--- config.mk ---
export PLATFORM = sky130hd
export DESIGN_NAME = alu_status_flag_register
export DESIGN_NICKNAME = d
export VERILOG_FILES = /design/src/logic/flag_pkg.sv /design/src/logic/alu_status_flag_register.sv /design/src/logic/flag_alu.sv /design/src/logic/flag_bit_cell.sv
export VERILOG_INCLUDE_DIRS = /design/src /design/src/logic
export SDC_FILE = /design/constraint.sdc
export NUM_CORES = 1
export LEC_CHECK = 0
export BUFFER_PORTS_ARGS = -buffer_cell sky130_fd_sc_hd__buf_4
export CAP_MARGIN = 40
export CORE_MARGIN = 3
export CORE_UTILIZATION = 50
export DETAILED_ROUTE_END_ITERATION = 12
export PLACE_DENSITY = 0.74
export SLEW_MARGIN = 20
export SYNTH_ARGS = -nofsm -noshare
export SYNTH_HDL_FRONTEND = slang
export SYNTH_HIERARCHICAL = 1
export SYNTH_SLANG_ARGS = --single-unit
--- constraint.sdc ---
create_clock -name clk_i -period 8.1 [get_ports clk_i]
set_input_delay 1.62 -clock clk_i [delete_from_list [all_inputs] [get_ports clk_i]]
set_output_delay 1.62 -clock clk_i [all_outputs]
set_load 0.01 [all_outputs]
--- src/logic/flag_defines.svh ---
`ifndef FLAG_DEFINES_SVH
`define FLAG_DEFINES_SVH

// Register byte offsets
`define OFF_FLAGS    8'h00
`define OFF_ACCUM    8'h04
`define OFF_FILE     8'h08
`define OFF_ISSUE    8'h0C
`define OFF_RESULT   8'h10

// Flag bit positions
`define FLG_C        0
`define FLG_DC       1
`define FLG_Z        2
`define FLG_OV       3
`define FLG_N        4
`define FLG_W        5

// Issue register fields
`define ISS_OP_LSB   0
`define ISS_OP_MSB   3
`define ISS_BIT_LSB  4
`define ISS_BIT_MSB  6
`define ISS_DEST     7
`define ISS_SRC      8
`define ISS_W        9

// Carry out of the low nibble sits here in the nibble sum
`define NIB_CARRY    4

// Bus responses
`define RESP_OKAY    2'h0
`define RESP_SLVERR  2'h2

`endif

--- src/logic/flag_pkg.sv ---
package flag_pkg;

   typedef enum logic [3:0] {
      OP_ADD             = 4'h0,
      OP_SUB             = 4'h1,
      OP_AND             = 4'h2,
      OP_IOR             = 4'h3,
      OP_XOR             = 4'h4,
      FILE_ZERO_OP       = 4'h5,
      BIT_CLEAR_OP       = 4'h6,
      BIT_SET_OP         = 4'h7,
      NIBBLE_SWAP_OP     = 4'h8,
      FILE_TO_FILE_MOVE  = 4'h9,
      ACCUM_TO_FILE_MOVE = 4'hA,
      OP_ROT_LEFT        = 4'hB,
      OP_ROT_RIGHT       = 4'hC
   } op_e;

endpackage

--- src/logic/alu_status_flag_register.sv ---
// Local design decisions: the address map and the AXI4-Lite slave port.
`include "flag_defines.svh"

module alu_status_flag_register #(
   parameter int ADDR_W = 8
) (
   input  wire logic              clk_i,
   input  wire logic              rst_i,
   input  wire logic              ce_i,
   input  wire logic [ADDR_W-1:0] awaddr_i,
   input  wire logic              awvalid_i,
   output logic                   awready_o,
   input  wire logic [31:0]       wdata_i,
   input  wire logic [3:0]        wstrb_i,
   input  wire logic              wvalid_i,
   output logic                   wready_o,
   output logic [1:0]             bresp_o,
   output logic                   bvalid_o,
   input  wire logic              bready_i,
   input  wire logic [ADDR_W-1:0] araddr_i,
   input  wire logic              arvalid_i,
   output logic                   arready_o,
   output logic [31:0]            rdata_o,
   output logic [1:0]             rresp_o,
   output logic                   rvalid_o,
   input  wire logic              rready_i,
   output logic [`FLG_W-1:0]      flags_o
);

   ////////////////////////////////////////////////////////////////////////////////
   // State

   logic [`FLG_W-1:0] flags_q;
   logic [7:0]        accum_q;
   logic [7:0]        file_q;
   logic [7:0]        result_q;
   logic [`ISS_W-1:0] issue_q;
   logic              awready_q;
   logic              wready_q;
   logic              bvalid_q;
   logic [1:0]        bresp_q;
   logic              arready_q;
   logic              rvalid_q;
   logic [1:0]        rresp_q;
   logic [31:0]       rdata_q;

   logic              wr_go;
   logic              rd_go;
   logic [7:0]        waddr;
   logic [7:0]        raddr;
   logic              wr_lane0;
   logic              wr_hit;
   logic              exec;
   logic              dest_flags;
   logic              src_flags;
   flag_pkg::op_e     op;
   logic [2:0]        bit_sel;
   logic [7:0]        file_opnd;
   logic [7:0]        alu_result;
   logic [`FLG_W-1:0] alu_flags;
   logic [`FLG_W-1:0] affect;
   logic [`FLG_W-1:0] merged;
   logic [`FLG_W-1:0] exec_affect;
   logic [31:0]       rdata_d;
   logic              rd_hit;
   logic              wsel_flags;
   logic              wsel_accum;
   logic              wsel_file;
   logic              wsel_issue;
   logic              data_lands;

   ////////////////////////////////////////////////////////////////////////////////
   // Bus decode

   assign wr_go    = awvalid_i && awready_q && wvalid_i && wready_q;
   assign rd_go    = arvalid_i && arready_q;
   assign waddr    = awaddr_i[7:0];
   assign raddr    = araddr_i[7:0];
   assign wr_lane0 = wr_go && wstrb_i[0];
   assign wr_hit   = (waddr == `OFF_FLAGS) || (waddr == `OFF_ACCUM) ||
                     (waddr == `OFF_FILE) || (waddr == `OFF_ISSUE) ||
                     (waddr == `OFF_RESULT);

   // One select per writable register (result has none); without lane 0 a write is answered but changes nothing
   assign wsel_flags = wr_lane0 && (waddr == `OFF_FLAGS);
   assign wsel_accum = wr_lane0 && (waddr == `OFF_ACCUM);
   assign wsel_file  = wr_lane0 && (waddr == `OFF_FILE);
   assign wsel_issue = wr_lane0 && (waddr == `OFF_ISSUE);

   // An issue write runs the instruction in the same edge it is taken
   assign exec       = wsel_issue;
   assign op         = flag_pkg::op_e'(wdata_i[`ISS_OP_MSB:`ISS_OP_LSB]);
   assign bit_sel    = wdata_i[`ISS_BIT_MSB:`ISS_BIT_LSB];
   assign dest_flags = wdata_i[`ISS_DEST];
   assign src_flags  = wdata_i[`ISS_SRC] && wstrb_i[1];

   // Flag register read as a plain operand, upper bits zero
   assign file_opnd = src_flags ? {3'h0, flags_q} : file_q;

   ////////////////////////////////////////////////////////////////////////////////
   // Datapath

   flag_alu u_alu (
      .file_i    (file_opnd),
      .accum_i   (accum_q),
      .bit_sel_i (bit_sel),
      .carry_i   (flags_q[`FLG_C]),
      .op_i      (op),
      .result_o  (alu_result),
      .flags_o   (alu_flags),
      .affect_o  (affect)
   );

   assign exec_affect = exec ? affect : '0;

   // Any flag the instruction affects blocks the data write to all five bits
   assign data_lands  = exec && dest_flags && (affect == '0);

   for (genvar i = 0; i < `FLG_W; i++) begin : g_cell
      flag_bit_cell u_cell (
         .old_i    (flags_q[i]),
         .alu_i    (alu_flags[i]),
         .data_i   (alu_result[i]),
         .affect_i (exec_affect[i]),
         .dest_i   (data_lands),
         .new_o    (merged[i])
      );
   end

   ////////////////////////////////////////////////////////////////////////////////
   // Registers

   // Flags carry no reset value; software must load them before trusting them
   always_ff @(posedge clk_i) begin
      if (ce_i) begin
         if (wsel_flags) begin
            flags_q <= wdata_i[`FLG_W-1:0];
         end else if (exec) begin
            flags_q <= merged;
         end
      end
   end

   always_ff @(posedge clk_i) begin
      if (rst_i) begin
         accum_q <= 8'h00;
      end else if (ce_i && wsel_accum) begin
         accum_q <= wdata_i[7:0];
      end
   end

   always_ff @(posedge clk_i) begin
      if (rst_i) begin
         file_q <= 8'h00;
      end else if (ce_i) begin
         if (wsel_file) begin
            file_q <= wdata_i[7:0];
         end else if (exec && !dest_flags) begin
            file_q <= alu_result;
         end
      end
   end

   // Result keeps the raw ALU value even when the flag write was blocked
   always_ff @(posedge clk_i) begin
      if (rst_i) begin
         result_q <= 8'h00;
      end else if (ce_i && exec) begin
         result_q <= alu_result;
      end
   end

   // Last issue word kept for read-back, with the source bit as it was qualified
   always_ff @(posedge clk_i) begin
      if (rst_i) begin
         issue_q <= '0;
      end else if (ce_i && exec) begin
         issue_q <= {src_flags, wdata_i[`ISS_DEST:0]};
      end
   end

   // Flag output is one cycle behind the register
   always_ff @(posedge clk_i) begin
      if (rst_i) begin
         flags_o <= '0;
      end else if (ce_i) begin
         flags_o <= flags_q;
      end
   end

   ////////////////////////////////////////////////////////////////////////////////
   // Write channel: address and data are taken together

   // Address and data are only taken as a pair, so a lone channel waits for its partner
   always_ff @(posedge clk_i) begin
      if (rst_i) begin
         awready_q <= 1'b0;
      end else if (ce_i) begin
         if (awready_q) begin
            awready_q <= 1'b0;
         end else if (awvalid_i && wvalid_i && !bvalid_q) begin
            awready_q <= 1'b1;
         end
      end
   end

   always_ff @(posedge clk_i) begin
      if (rst_i) begin
         wready_q <= 1'b0;
      end else if (ce_i) begin
         if (wready_q) begin
            wready_q <= 1'b0;
         end else if (awvalid_i && wvalid_i && !bvalid_q) begin
            wready_q <= 1'b1;
         end
      end
   end

   always_ff @(posedge clk_i) begin
      if (rst_i) begin
         bvalid_q <= 1'b0;
      end else if (ce_i) begin
         if (wr_go) begin
            bvalid_q <= 1'b1;
         end else if (bready_i) begin
            bvalid_q <= 1'b0;
         end
      end
   end

   // Response code only moves when a write is taken, so it stands with bvalid
   always_ff @(posedge clk_i) begin
      if (rst_i) begin
         bresp_q <= `RESP_OKAY;
      end else if (ce_i && wr_go) begin
         bresp_q <= wr_hit ? `RESP_OKAY : `RESP_SLVERR;
      end
   end

   ////////////////////////////////////////////////////////////////////////////////
   // Read channel

   always_comb begin
      rdata_d = 32'h0000_0000;
      rd_hit  = 1'b1;
      unique case (raddr)
         `OFF_FLAGS:  rdata_d[`FLG_W-1:0] = flags_q;
         `OFF_ACCUM:  rdata_d[7:0]        = accum_q;
         `OFF_FILE:   rdata_d[7:0]        = file_q;
         `OFF_ISSUE:  rdata_d[`ISS_W-1:0] = issue_q;
         `OFF_RESULT: rdata_d[7:0]        = result_q;
         default:     rd_hit              = 1'b0;
      endcase
   end

   always_ff @(posedge clk_i) begin
      if (rst_i) begin
         arready_q <= 1'b0;
      end else if (ce_i) begin
         arready_q <= !arready_q && arvalid_i && !rvalid_q;
      end
   end

   always_ff @(posedge clk_i) begin
      if (rst_i) begin
         rvalid_q <= 1'b0;
      end else if (ce_i) begin
         if (rd_go) begin
            rvalid_q <= 1'b1;
         end else if (rready_i) begin
            rvalid_q <= 1'b0;
         end
      end
   end

   // Read payload only loads on a taken read, so it stands until rready
   always_ff @(posedge clk_i) begin
      if (rst_i) begin
         rresp_q <= `RESP_OKAY;
         rdata_q <= 32'h0000_0000;
      end else if (ce_i && rd_go) begin
         rresp_q <= rd_hit ? `RESP_OKAY : `RESP_SLVERR;
         rdata_q <= rdata_d;
      end
   end

   assign awready_o = awready_q;
   assign wready_o  = wready_q;
   assign bvalid_o  = bvalid_q;
   assign bresp_o   = bresp_q;
   assign arready_o = arready_q;
   assign rvalid_o  = rvalid_q;
   assign rresp_o   = rresp_q;
   assign rdata_o   = rdata_q;

endmodule

--- src/logic/flag_alu.sv ---
`include "flag_defines.svh"

module flag_alu (
   input  wire logic [7:0]        file_i,
   input  wire logic [7:0]        accum_i,
   input  wire logic [2:0]        bit_sel_i,
   input  wire logic              carry_i,
   input  wire flag_pkg::op_e     op_i,
   output logic      [7:0]        result_o,
   output logic      [`FLG_W-1:0] flags_o,
   output logic      [`FLG_W-1:0] affect_o
);

   logic [7:0] addend;
   logic       sub;
   logic [8:0] sum;
   logic [4:0] nib;
   logic       carry_new;
   logic       signed_wrap;
   logic       half_byte_out;

   // Subtraction adds the two's complement, so carry reads as not-borrow
   always_comb begin
      sub    = (op_i == flag_pkg::OP_SUB);
      addend = sub ? ~accum_i : accum_i;
      sum    = {1'b0, file_i} + {1'b0, addend} + {8'h00, sub};
      nib    = {1'b0, file_i[3:0]} + {1'b0, addend[3:0]} + {4'h0, sub};
   end

   always_comb begin
      result_o  = file_i;
      carry_new = carry_i;
      affect_o  = '0;
      unique case (op_i)
         flag_pkg::OP_ADD, flag_pkg::OP_SUB: begin
            result_o  = sum[7:0];
            carry_new = sum[8];
            affect_o  = '1;
         end
         flag_pkg::OP_AND: begin
            result_o                = file_i & accum_i;
            affect_o[`FLG_Z]        = 1'b1;
            affect_o[`FLG_N]        = 1'b1;
         end
         flag_pkg::OP_IOR: begin
            result_o                = file_i | accum_i;
            affect_o[`FLG_Z]        = 1'b1;
            affect_o[`FLG_N]        = 1'b1;
         end
         flag_pkg::OP_XOR: begin
            result_o                = file_i ^ accum_i;
            affect_o[`FLG_Z]        = 1'b1;
            affect_o[`FLG_N]        = 1'b1;
         end
         flag_pkg::FILE_ZERO_OP: begin
            result_o                = 8'h00;
            affect_o[`FLG_Z]        = 1'b1;
         end
         // These leave every flag alone
         flag_pkg::BIT_CLEAR_OP: result_o = file_i & ~(8'h01 << bit_sel_i);
         flag_pkg::BIT_SET_OP:   result_o = file_i | (8'h01 << bit_sel_i);
         flag_pkg::NIBBLE_SWAP_OP: result_o = {file_i[3:0], file_i[7:4]};
         flag_pkg::FILE_TO_FILE_MOVE:  result_o = file_i;
         flag_pkg::ACCUM_TO_FILE_MOVE: result_o = accum_i;
         flag_pkg::OP_ROT_LEFT: begin
            result_o                = {file_i[6:0], carry_i};
            carry_new               = file_i[7];
            affect_o[`FLG_C]        = 1'b1;
            affect_o[`FLG_Z]        = 1'b1;
            affect_o[`FLG_N]        = 1'b1;
         end
         flag_pkg::OP_ROT_RIGHT: begin
            result_o                = {carry_i, file_i[7:1]};
            carry_new               = file_i[0];
            affect_o[`FLG_C]        = 1'b1;
            affect_o[`FLG_Z]        = 1'b1;
            affect_o[`FLG_N]        = 1'b1;
         end
         default: begin
            result_o = file_i;
         end
      endcase
   end

   always_comb begin
      signed_wrap   = (file_i[7] == addend[7]) && (sum[7] != file_i[7]);
      half_byte_out = nib[`NIB_CARRY];
      flags_o[`FLG_N]  = result_o[7];
      flags_o[`FLG_OV] = signed_wrap;
      flags_o[`FLG_Z]  = (result_o == 8'h00);
      flags_o[`FLG_DC] = half_byte_out;
      flags_o[`FLG_C]  = carry_new;
   end

endmodule

--- src/logic/flag_bit_cell.sv ---
module flag_bit_cell (
   input  wire logic old_i,
   input  wire logic alu_i,
   input  wire logic data_i,
   input  wire logic affect_i,
   input  wire logic dest_i,
   output logic      new_o
);

   // ALU value beats the data write on a flag the instruction affects
   assign new_o = affect_i ? alu_i : (dest_i ? data_i : old_i);

endmodule

==> flow_summary_export.csv, run 1 <==
group,metric,value,unit
status,outcome,"finished, final reports clean",
synth,async_flop_share,0,%
cts,cts_sinks,59,
floorplanning,die_w,105.5,um
cells_and_area,syn2layout_area_growth,8.601,%
detailed_routing,routed_wl,14.46,mm
detailed_routing,wl_per_cell,18.73,um
critical_path,cp-end-kind,"flop",
grt,grt_max_degree,54,
synth,synth-seq-cells,59,
synth,synth_area,4946,um2
floorplanning,ios,106,
detailed_routing,dr.pass1.iters,6,
floorplanning,die_area,11120,um2
critical_path,setup.worst_path.start_class,"primary input",
synth,synth_largest_area_cell,"dfxtp_1",
floorplanning,die_h,105.5,um
critical_path,worst-path-max-fanout,32,
synth,ys_seq_area_share,24.89,%
placement,dp_hpwl,10.29,mm
critical_path,required,8.21,ns
cells_and_area,layout.nets,708,
grt,grt_usage,25.81,%
detailed_routing,via_count,4726,
synth,synthFlopType,"dfxtp_1",
synth,synth-edff-count,5,
cts,cts_tree,"done",
grt,antenna_found_initial,0,
detailed_routing,vias_per_cell,6.122,
cells_and_area,postLayoutCellArea,5371,um2
synth,yosysMostFrequentCell,"nand2_1",
cts,ctsHoldBuffers,0,
sta,tightest_slew,0.7639,ns
sta,final_max_slew_viol_count,0,
placement,gp_congestion,0.9453,
cells_and_area,drive_gt1_share,18.04,%
pwr,power_density,135.5,nW/um2
floorplanning,core_area,9415,um2
job,drv_cap,0,
synth,synthTopCellsByCount,"nand2_1 (70), nor2_1 (59), dfxtp_1 (54)",
synth,yosys.area.top_type_share,21.86,%
detailed_routing,drtIter0Drc,520,
sta,fmax,199.8,MHz
synth,ys_types,84,
synth,syn_area_per_cell,8.029,um2
floorplanning,start_util,52.53,%
synth,synth-compound-area-share,21.55,%
synth,synth-adder-area-share,2.682,%
critical_path,critPathArrivalTime,5.12,ns
critical_path,worst-path-buf-inv,2,
cts,clockBufferDepth,2,
cts,post_cts_buffers,0,
detailed_routing,drc,0,
sta,rsz0062_at_grt,"no",
critical_path,critPathSlowestCell,"nor4b_4",
cts,cts_resized,0,
sta,tns,0,ns
critical_path,crit_type,"primary input to flop",
cts,cts_buffers,9,
floorplanning,rows,35,
sta,period_share,61.80,%
synth,synth-simple-area-share,27.14,%
sta,setup_viol,0,
synth,synth_top_family_by_area,"simple AND/OR/NAND/NOR gates",
cells_and_area,fillerInstances,887,
synth,ys_top_cells_by_area,"dfxtp_1 (22%), mux2i_1 (8.1%), nand2_1 (5.3%)",
sta,final.min_clock_period,5.006,ns
placement,portBuffers,55,
sta,clock_skew,0.008798,ns
detailed_routing,ant_nets,0,
grt,grt_pass1_wl,22.91,mm
synth,muxShareOfSynthArea,10.60,%
sta,max_slew_margin,48.86,%
pwr,fin_total_pwr,0.0007276,W
cts,cts_root_buf,"clkbuf_8",
pwr,p_leak,2.153,nW
placement,dpl_cell_area,5137,um2
cts,cts.clk_slew.worst_paths,0.07,ns
cells_and_area,final_util,57.05,%
critical_path,critical-path-top-delay-family,"simple AND/OR/NAND/NOR gates",
sta,hold_viol,0,
pwr,ir_drop,0.00006431,V
synth,yosysWarnings,6,
synth,synth-xor-area-share,2.656,%
critical_path,crit_chain,"buf_4 -> nor4b_4 -> xor2_1 -> inv_1 -> fa_1 -> nand2b_1 -> a21oi_1 -> a31oi_1 -> xnor2_1 -> nand2_1 -> a31oi_1 -> nor4_2 -> nand2_1 -> o21ai_1 -> mux2_2",
cts,cts_max_level,3,
hold_path,hp-class,"flop to flop",
grt,grt_pass1_vias,4295,
grt,grt-ovfl-total,0,
critical_path,slowest_delay,0.70,ns
cts,clk_latency,0.35,ns
cells_and_area,antenna_cells,0,
synth,syn-instance-count,616,
worst register-to-register path: cells and delay by family, from the launching register on:
family	cells	cell delay, ns
AOI/OAI and AO/OA	4	0.91
DFF	1	0.58
xor gates and xnor gates	1	0.16
muxes	3	0.77
and+or+nand+nor	4	0.42
adders and majority gates	1	0.47
cell families after synthesis:
group                      count (synthesis)
and+or+nand+nor                          244
AOI/OAI and AO/OA                        158
buffers and inverters                     78
DFF                                       59
muxes                                     51
xor gates and xnor gates                  15
adders and majority gates                 10
other                                      1
sequential cells by signal (all words and copies together), names as in the netlist, 5 cells and up:
name and flops:
result_q 8, flags_o 5, accum_q 8, flags_q 5, file_q 8, issue_q 9, rdata_o 9
power breakdown:
group	internal [W]	leakage (nW)	switching [W]
clock network	0.000163	0.112	0.000132
registers	0.000297	0.465	0.00000212
logic	0.0000481	1.58	0.0000858
cell usage in the layout, fill, tap and decap left out, drive strengths merged, types with 4 or more instances in the layout:
master	instances
nor2b	11
mux2	11
o31ai	5
a22oi	9
nand3b	5
ha	9
xnor2	5
o22ai	7
nor2	59
clkbuf	10
a31oi	8
nor3	11
mux2i	40
nand4b	5
clkinv	4
nand2b	11
a21oi	41
buf	57
nand4	7
nand2	79
o21ai	36
conb	25
and3	4
or3	4
and2	9
edfxtp	5
inv	9
o32ai	5
dfxtp	54
nand3	9
nor3b	7
xor2	10
a211oi	12
nor4	5
cell type report:
type                    instances  area (um2)  area share [%]
clock inverters                 6       70.07           1.304
multi-input cells             503        3291           61.26
inverters                       8       30.03          0.5590
repair buffers                 57       439.2           8.176
flip-flops and latches         59        1231           22.92
well taps                     129       161.4           3.005
clock buffers                  10       148.9           2.772
final timing paths:
check	startpoint	end	slack [ns]	cells past startpoint
max	wdata_i[0]	flags_q[2]	3.09	15
min	issue_q[5]	issue_q[5]	0.46	2
max reg2reg	flags_q[0]	flags_q[2]	4.54	13
min reg2reg	issue_q[5]	issue_q[5]	0.46	2
metal layers:
metal | wire, um | track usage (%) | vias up
met5 | 0 | 0 | -
met4 | 247 | 7.123 | 0
met3 | 1103 | 4.225 | 24
met2 | 6988 | 44.49 | 215
met1 | 6123 | 33.22 | 2256
li1 | - | - | 2231
metrics by stage:
stage	worst slack, ns	instances	hold WS (ns)
after CTS	3.130	771	0.4558
final	3.094	772	0.4551
after global placement	2.763	754	0.4373
after global routing	2.882	772	0.4674
after detailed placement	2.770	755	0.4467
after floorplan	3.592	640	0.4315
Note: power is estimated with default switching activity, not from simulation.
==> inputs of run 2 (changes only) <==
--- a/config.mk
+++ b/config.mk
@@ -6,12 +6,13 @@
 export SDC_FILE = /design/constraint.sdc
 export NUM_CORES = 1
 export LEC_CHECK = 0
+export ABC_AREA = 1
 export BUFFER_PORTS_ARGS = -buffer_cell sky130_fd_sc_hd__buf_4
 export CAP_MARGIN = 40
 export CORE_MARGIN = 3
 export CORE_UTILIZATION = 50
 export DETAILED_ROUTE_END_ITERATION = 12
-export PLACE_DENSITY = 0.74
+export PLACE_DENSITY = 0.77
 export SLEW_MARGIN = 20
 export SYNTH_ARGS = -nofsm -noshare
 export SYNTH_HDL_FRONTEND = slang
==> constraint.sdc (replaced) <==
create_clock -name clk_i -period 4.45 [get_ports clk_i]
set_input_delay 0.89 -clock clk_i [delete_from_list [all_inputs] [get_ports clk_i]]
set_output_delay 0.89 -clock clk_i [all_outputs]
set_load 0.01 [all_outputs]
==> flow_summary_export.csv, run 2 <==
group,metric,value,unit
placement,gp_congestion,1.008,
sta,clock_skew,0.006741,ns
pwr,p_leak,2.682,nW
critical_path,setup.worst_path.start_class,"primary input",
synth,syn-instance-count,820,
floorplanning,die_h,104.6,um
grt,grt_pass1_vias,4677,
sta,final_max_slew_viol_count,0,
floorplanning,ios,106,
synth,yosysMostFrequentCell,"nand2_1",
cells_and_area,mostFrequentLayoutCells,"nand2_1 (202), inv_1 (114), nor2_1 (106)",
cells_and_area,syn2layout_area_growth,12.99,%
critical_path,required,4.55,ns
pwr,p_int,0.0009508,W
synth,async_flop_share,0,%
detailed_routing,met1_length,6.351,mm
cells_and_area,antenna_cells,0,
synth,synth-seq-cells,59,
synth,ys_top_cells_by_area,"dfxtp_1 (22%), nand2_1 (16%), inv_1 (8.8%)",
cts,cts_sinks,59,
synth,synth-edff-count,5,
cells_and_area,layout.nets,939,
critical_path,cp-end-kind,"flop",
floorplanning,core_area,9328,um2
sta,period_share,83.54,%
synth,ys_seq_area_share,25.35,%
cts,ctsHoldBuffers,0,
pwr,p_sw,0.0003518,W
detailed_routing,topRoutingLayerUsed,"met4",
hold_path,hold_path_depth,2,
grt,grt_usage,26.10,%
pwr,power_frac_comb,15.1,%
synth,synthTopCellsByCount,"nand2_1 (202), inv_1 (114), nor2_1 (106)",
sta,max_slew_margin,41.71,%
cts,cts_root_buf,"clkbuf_8",
floorplanning,die_area,10930,um2
sta,setup_viol,0,
sta,rsz0062_at_grt,"no",
cells_and_area,fillerInstances,938,
pwr,power.share.clock,43.1,%
detailed_routing,wl_met2,6.337,mm
cells_and_area,multiInputGateArea,2935,um2
sta,hold_viol,0,
pwr,power_density,237.4,nW/um2
floorplanning,start_util,52.06,%
detailed_routing,vias_per_cell,5.310,
detailed_routing,ant_nets,0,
sta,tightest_slew,0.8734,ns
synth,synthFlopType,"dfxtp_1",
cts,cts_tree,"done",
synth,synth_largest_area_cell,"dfxtp_1",
critical_path,r2r_cells,15,
detailed_routing,drc,0,
grt,grt_max_degree,35,
hold_path,hp-class,"flop to flop",
critical_path,crit_type,"primary input to flop",
cts,post_cts_buffers,0,
floorplanning,rows,35,
detailed_routing,dr.pass1.iters,6,
synth,synth_area,4856,um2
placement,portBuffers,55,
cts,clockBufferDepth,2,
sta,tns,0,ns
grt,antenna_found_initial,0,
sta,final.min_clock_period,3.718,ns
job,drv_cap,0,
detailed_routing,via_count,5326,
detailed_routing,wl_met3,1.312,mm
cells_and_area,final_common_cell,"nand2_1",
synth,syn_area_per_cell,5.922,um2
synth,ys_types,43,
cts,cts_max_level,3,
detailed_routing,wl_per_cell,14.18,um
cts,clk_latency,0.34,ns
grt,grt_pass1_wl,23.17,mm
critical_path,critPathArrivalTime,3.81,ns
placement,dp_hpwl,10.84,mm
pwr,ir_drop,0.0001737,V
cells_and_area,drive_gt1_share,11.67,%
cts,cts_resized,0,
cts,cts_buffers,9,
detailed_routing,drtIter0Drc,463,
status,outcome,"finished, final reports clean",
detailed_routing,routed_wl,14.22,mm
synth,yosys.area.top_type_share,22.26,%
grt,grt-ovfl-total,0,
pwr,fin_total_pwr,0.001303,W
sta,fmax,269.0,MHz
synth,yosysWarnings,6,
floorplanning,die_w,104.6,um
critical_path,worst-path-max-fanout,12,
cts,cts.clk_slew.worst_paths,0.07,ns
pwr,swShare,27.01,%
pwr,pwr-share-seq,41.8,%
cells_and_area,seqCellArea,1231,um2
==> run 2: kinds of logic after synthesis <==
| group | share of synthesized area (%) |
|---|---|
| simple gates | 38.57 |
| flops | 25.35 |
| compound gates | 15.23 |
| fa+ha+maj | 2.731 |
| buf+inv | 16.05 |
| other cells | 0.07723 |
| xor+xnor | 1.984 |
==> run 2: cell type report <==
cell class	count	share of cell area, %
multi-input cells	616	53.50
flip-flops and latches	59	22.44
repair buffers	63	8.757
inverters	120	8.210
well taps	129	2.942
clock buffers	12	2.828
clock inverters	4	1.323
==> run 2: worst paths after layout <==
kind	startpoint	endpoint	slack (ns)
max	wdata_i[8]	flags_q[0]	0.73
min reg2reg	result_q[1]	result_q[1]	0.45
max reg2reg	file_q[2]	flags_q[0]	1.32
min	result_q[1]	result_q[1]	0.45
==> run 2: power groups by stage <==
stage               combinational [W]  sequential, W  clock, W
floorplan                    0.000132       0.000559         0
global placement             0.000189       0.000557         0
detailed placement           0.000192       0.000557         0
CTS                          0.000192       0.000545  0.000566
global route                 0.000217       0.000546  0.000591
finish                       0.000196       0.000545  0.000562
==> run 2: through the flow <==
stage          hold slack (ns)  std cells  utilization (%)  instance area, um2  setup slack, ns
2_1_floorplan           0.4209        844                -                4946            1.093
3_3_place_gp            0.4352        986            56.22                5244           0.4788
3_5_place_dp            0.4396        987            56.38                5259           0.4731
4_1_cts                 0.4490       1003            58.82                5487           0.8352
5_1_grt                 0.4628       1003            58.82                5487           0.5868
6_report                0.4459       1003            58.82                5487           0.7323
==> run 2: critical path, stage by stage <==
cell       delay, ns
buf_4           0.11
nand2_1         0.08
inv_1           0.17
o21ai_0         0.71
ha_1            0.41
nand3_1         0.10
nand2_1         0.16
nand3_1         0.14
nand2_1         0.07
a21oi_1         0.24
nor2_1          0.07
o21ai_0         0.22
o2111ai_1       0.18
nand2_1         0.09
nand2_1         0.05
nand2_1         0.06
o21ai_1         0.07
==> run 2: layer usage <==
metal / global-route usage, % / vias to the layer above
li1: - / 2665
met1: 37.27 / 2362
met2: 41.14 / 271
met3: 4.200 / 28
met4: 6.363 / 0
met5: 0 / -
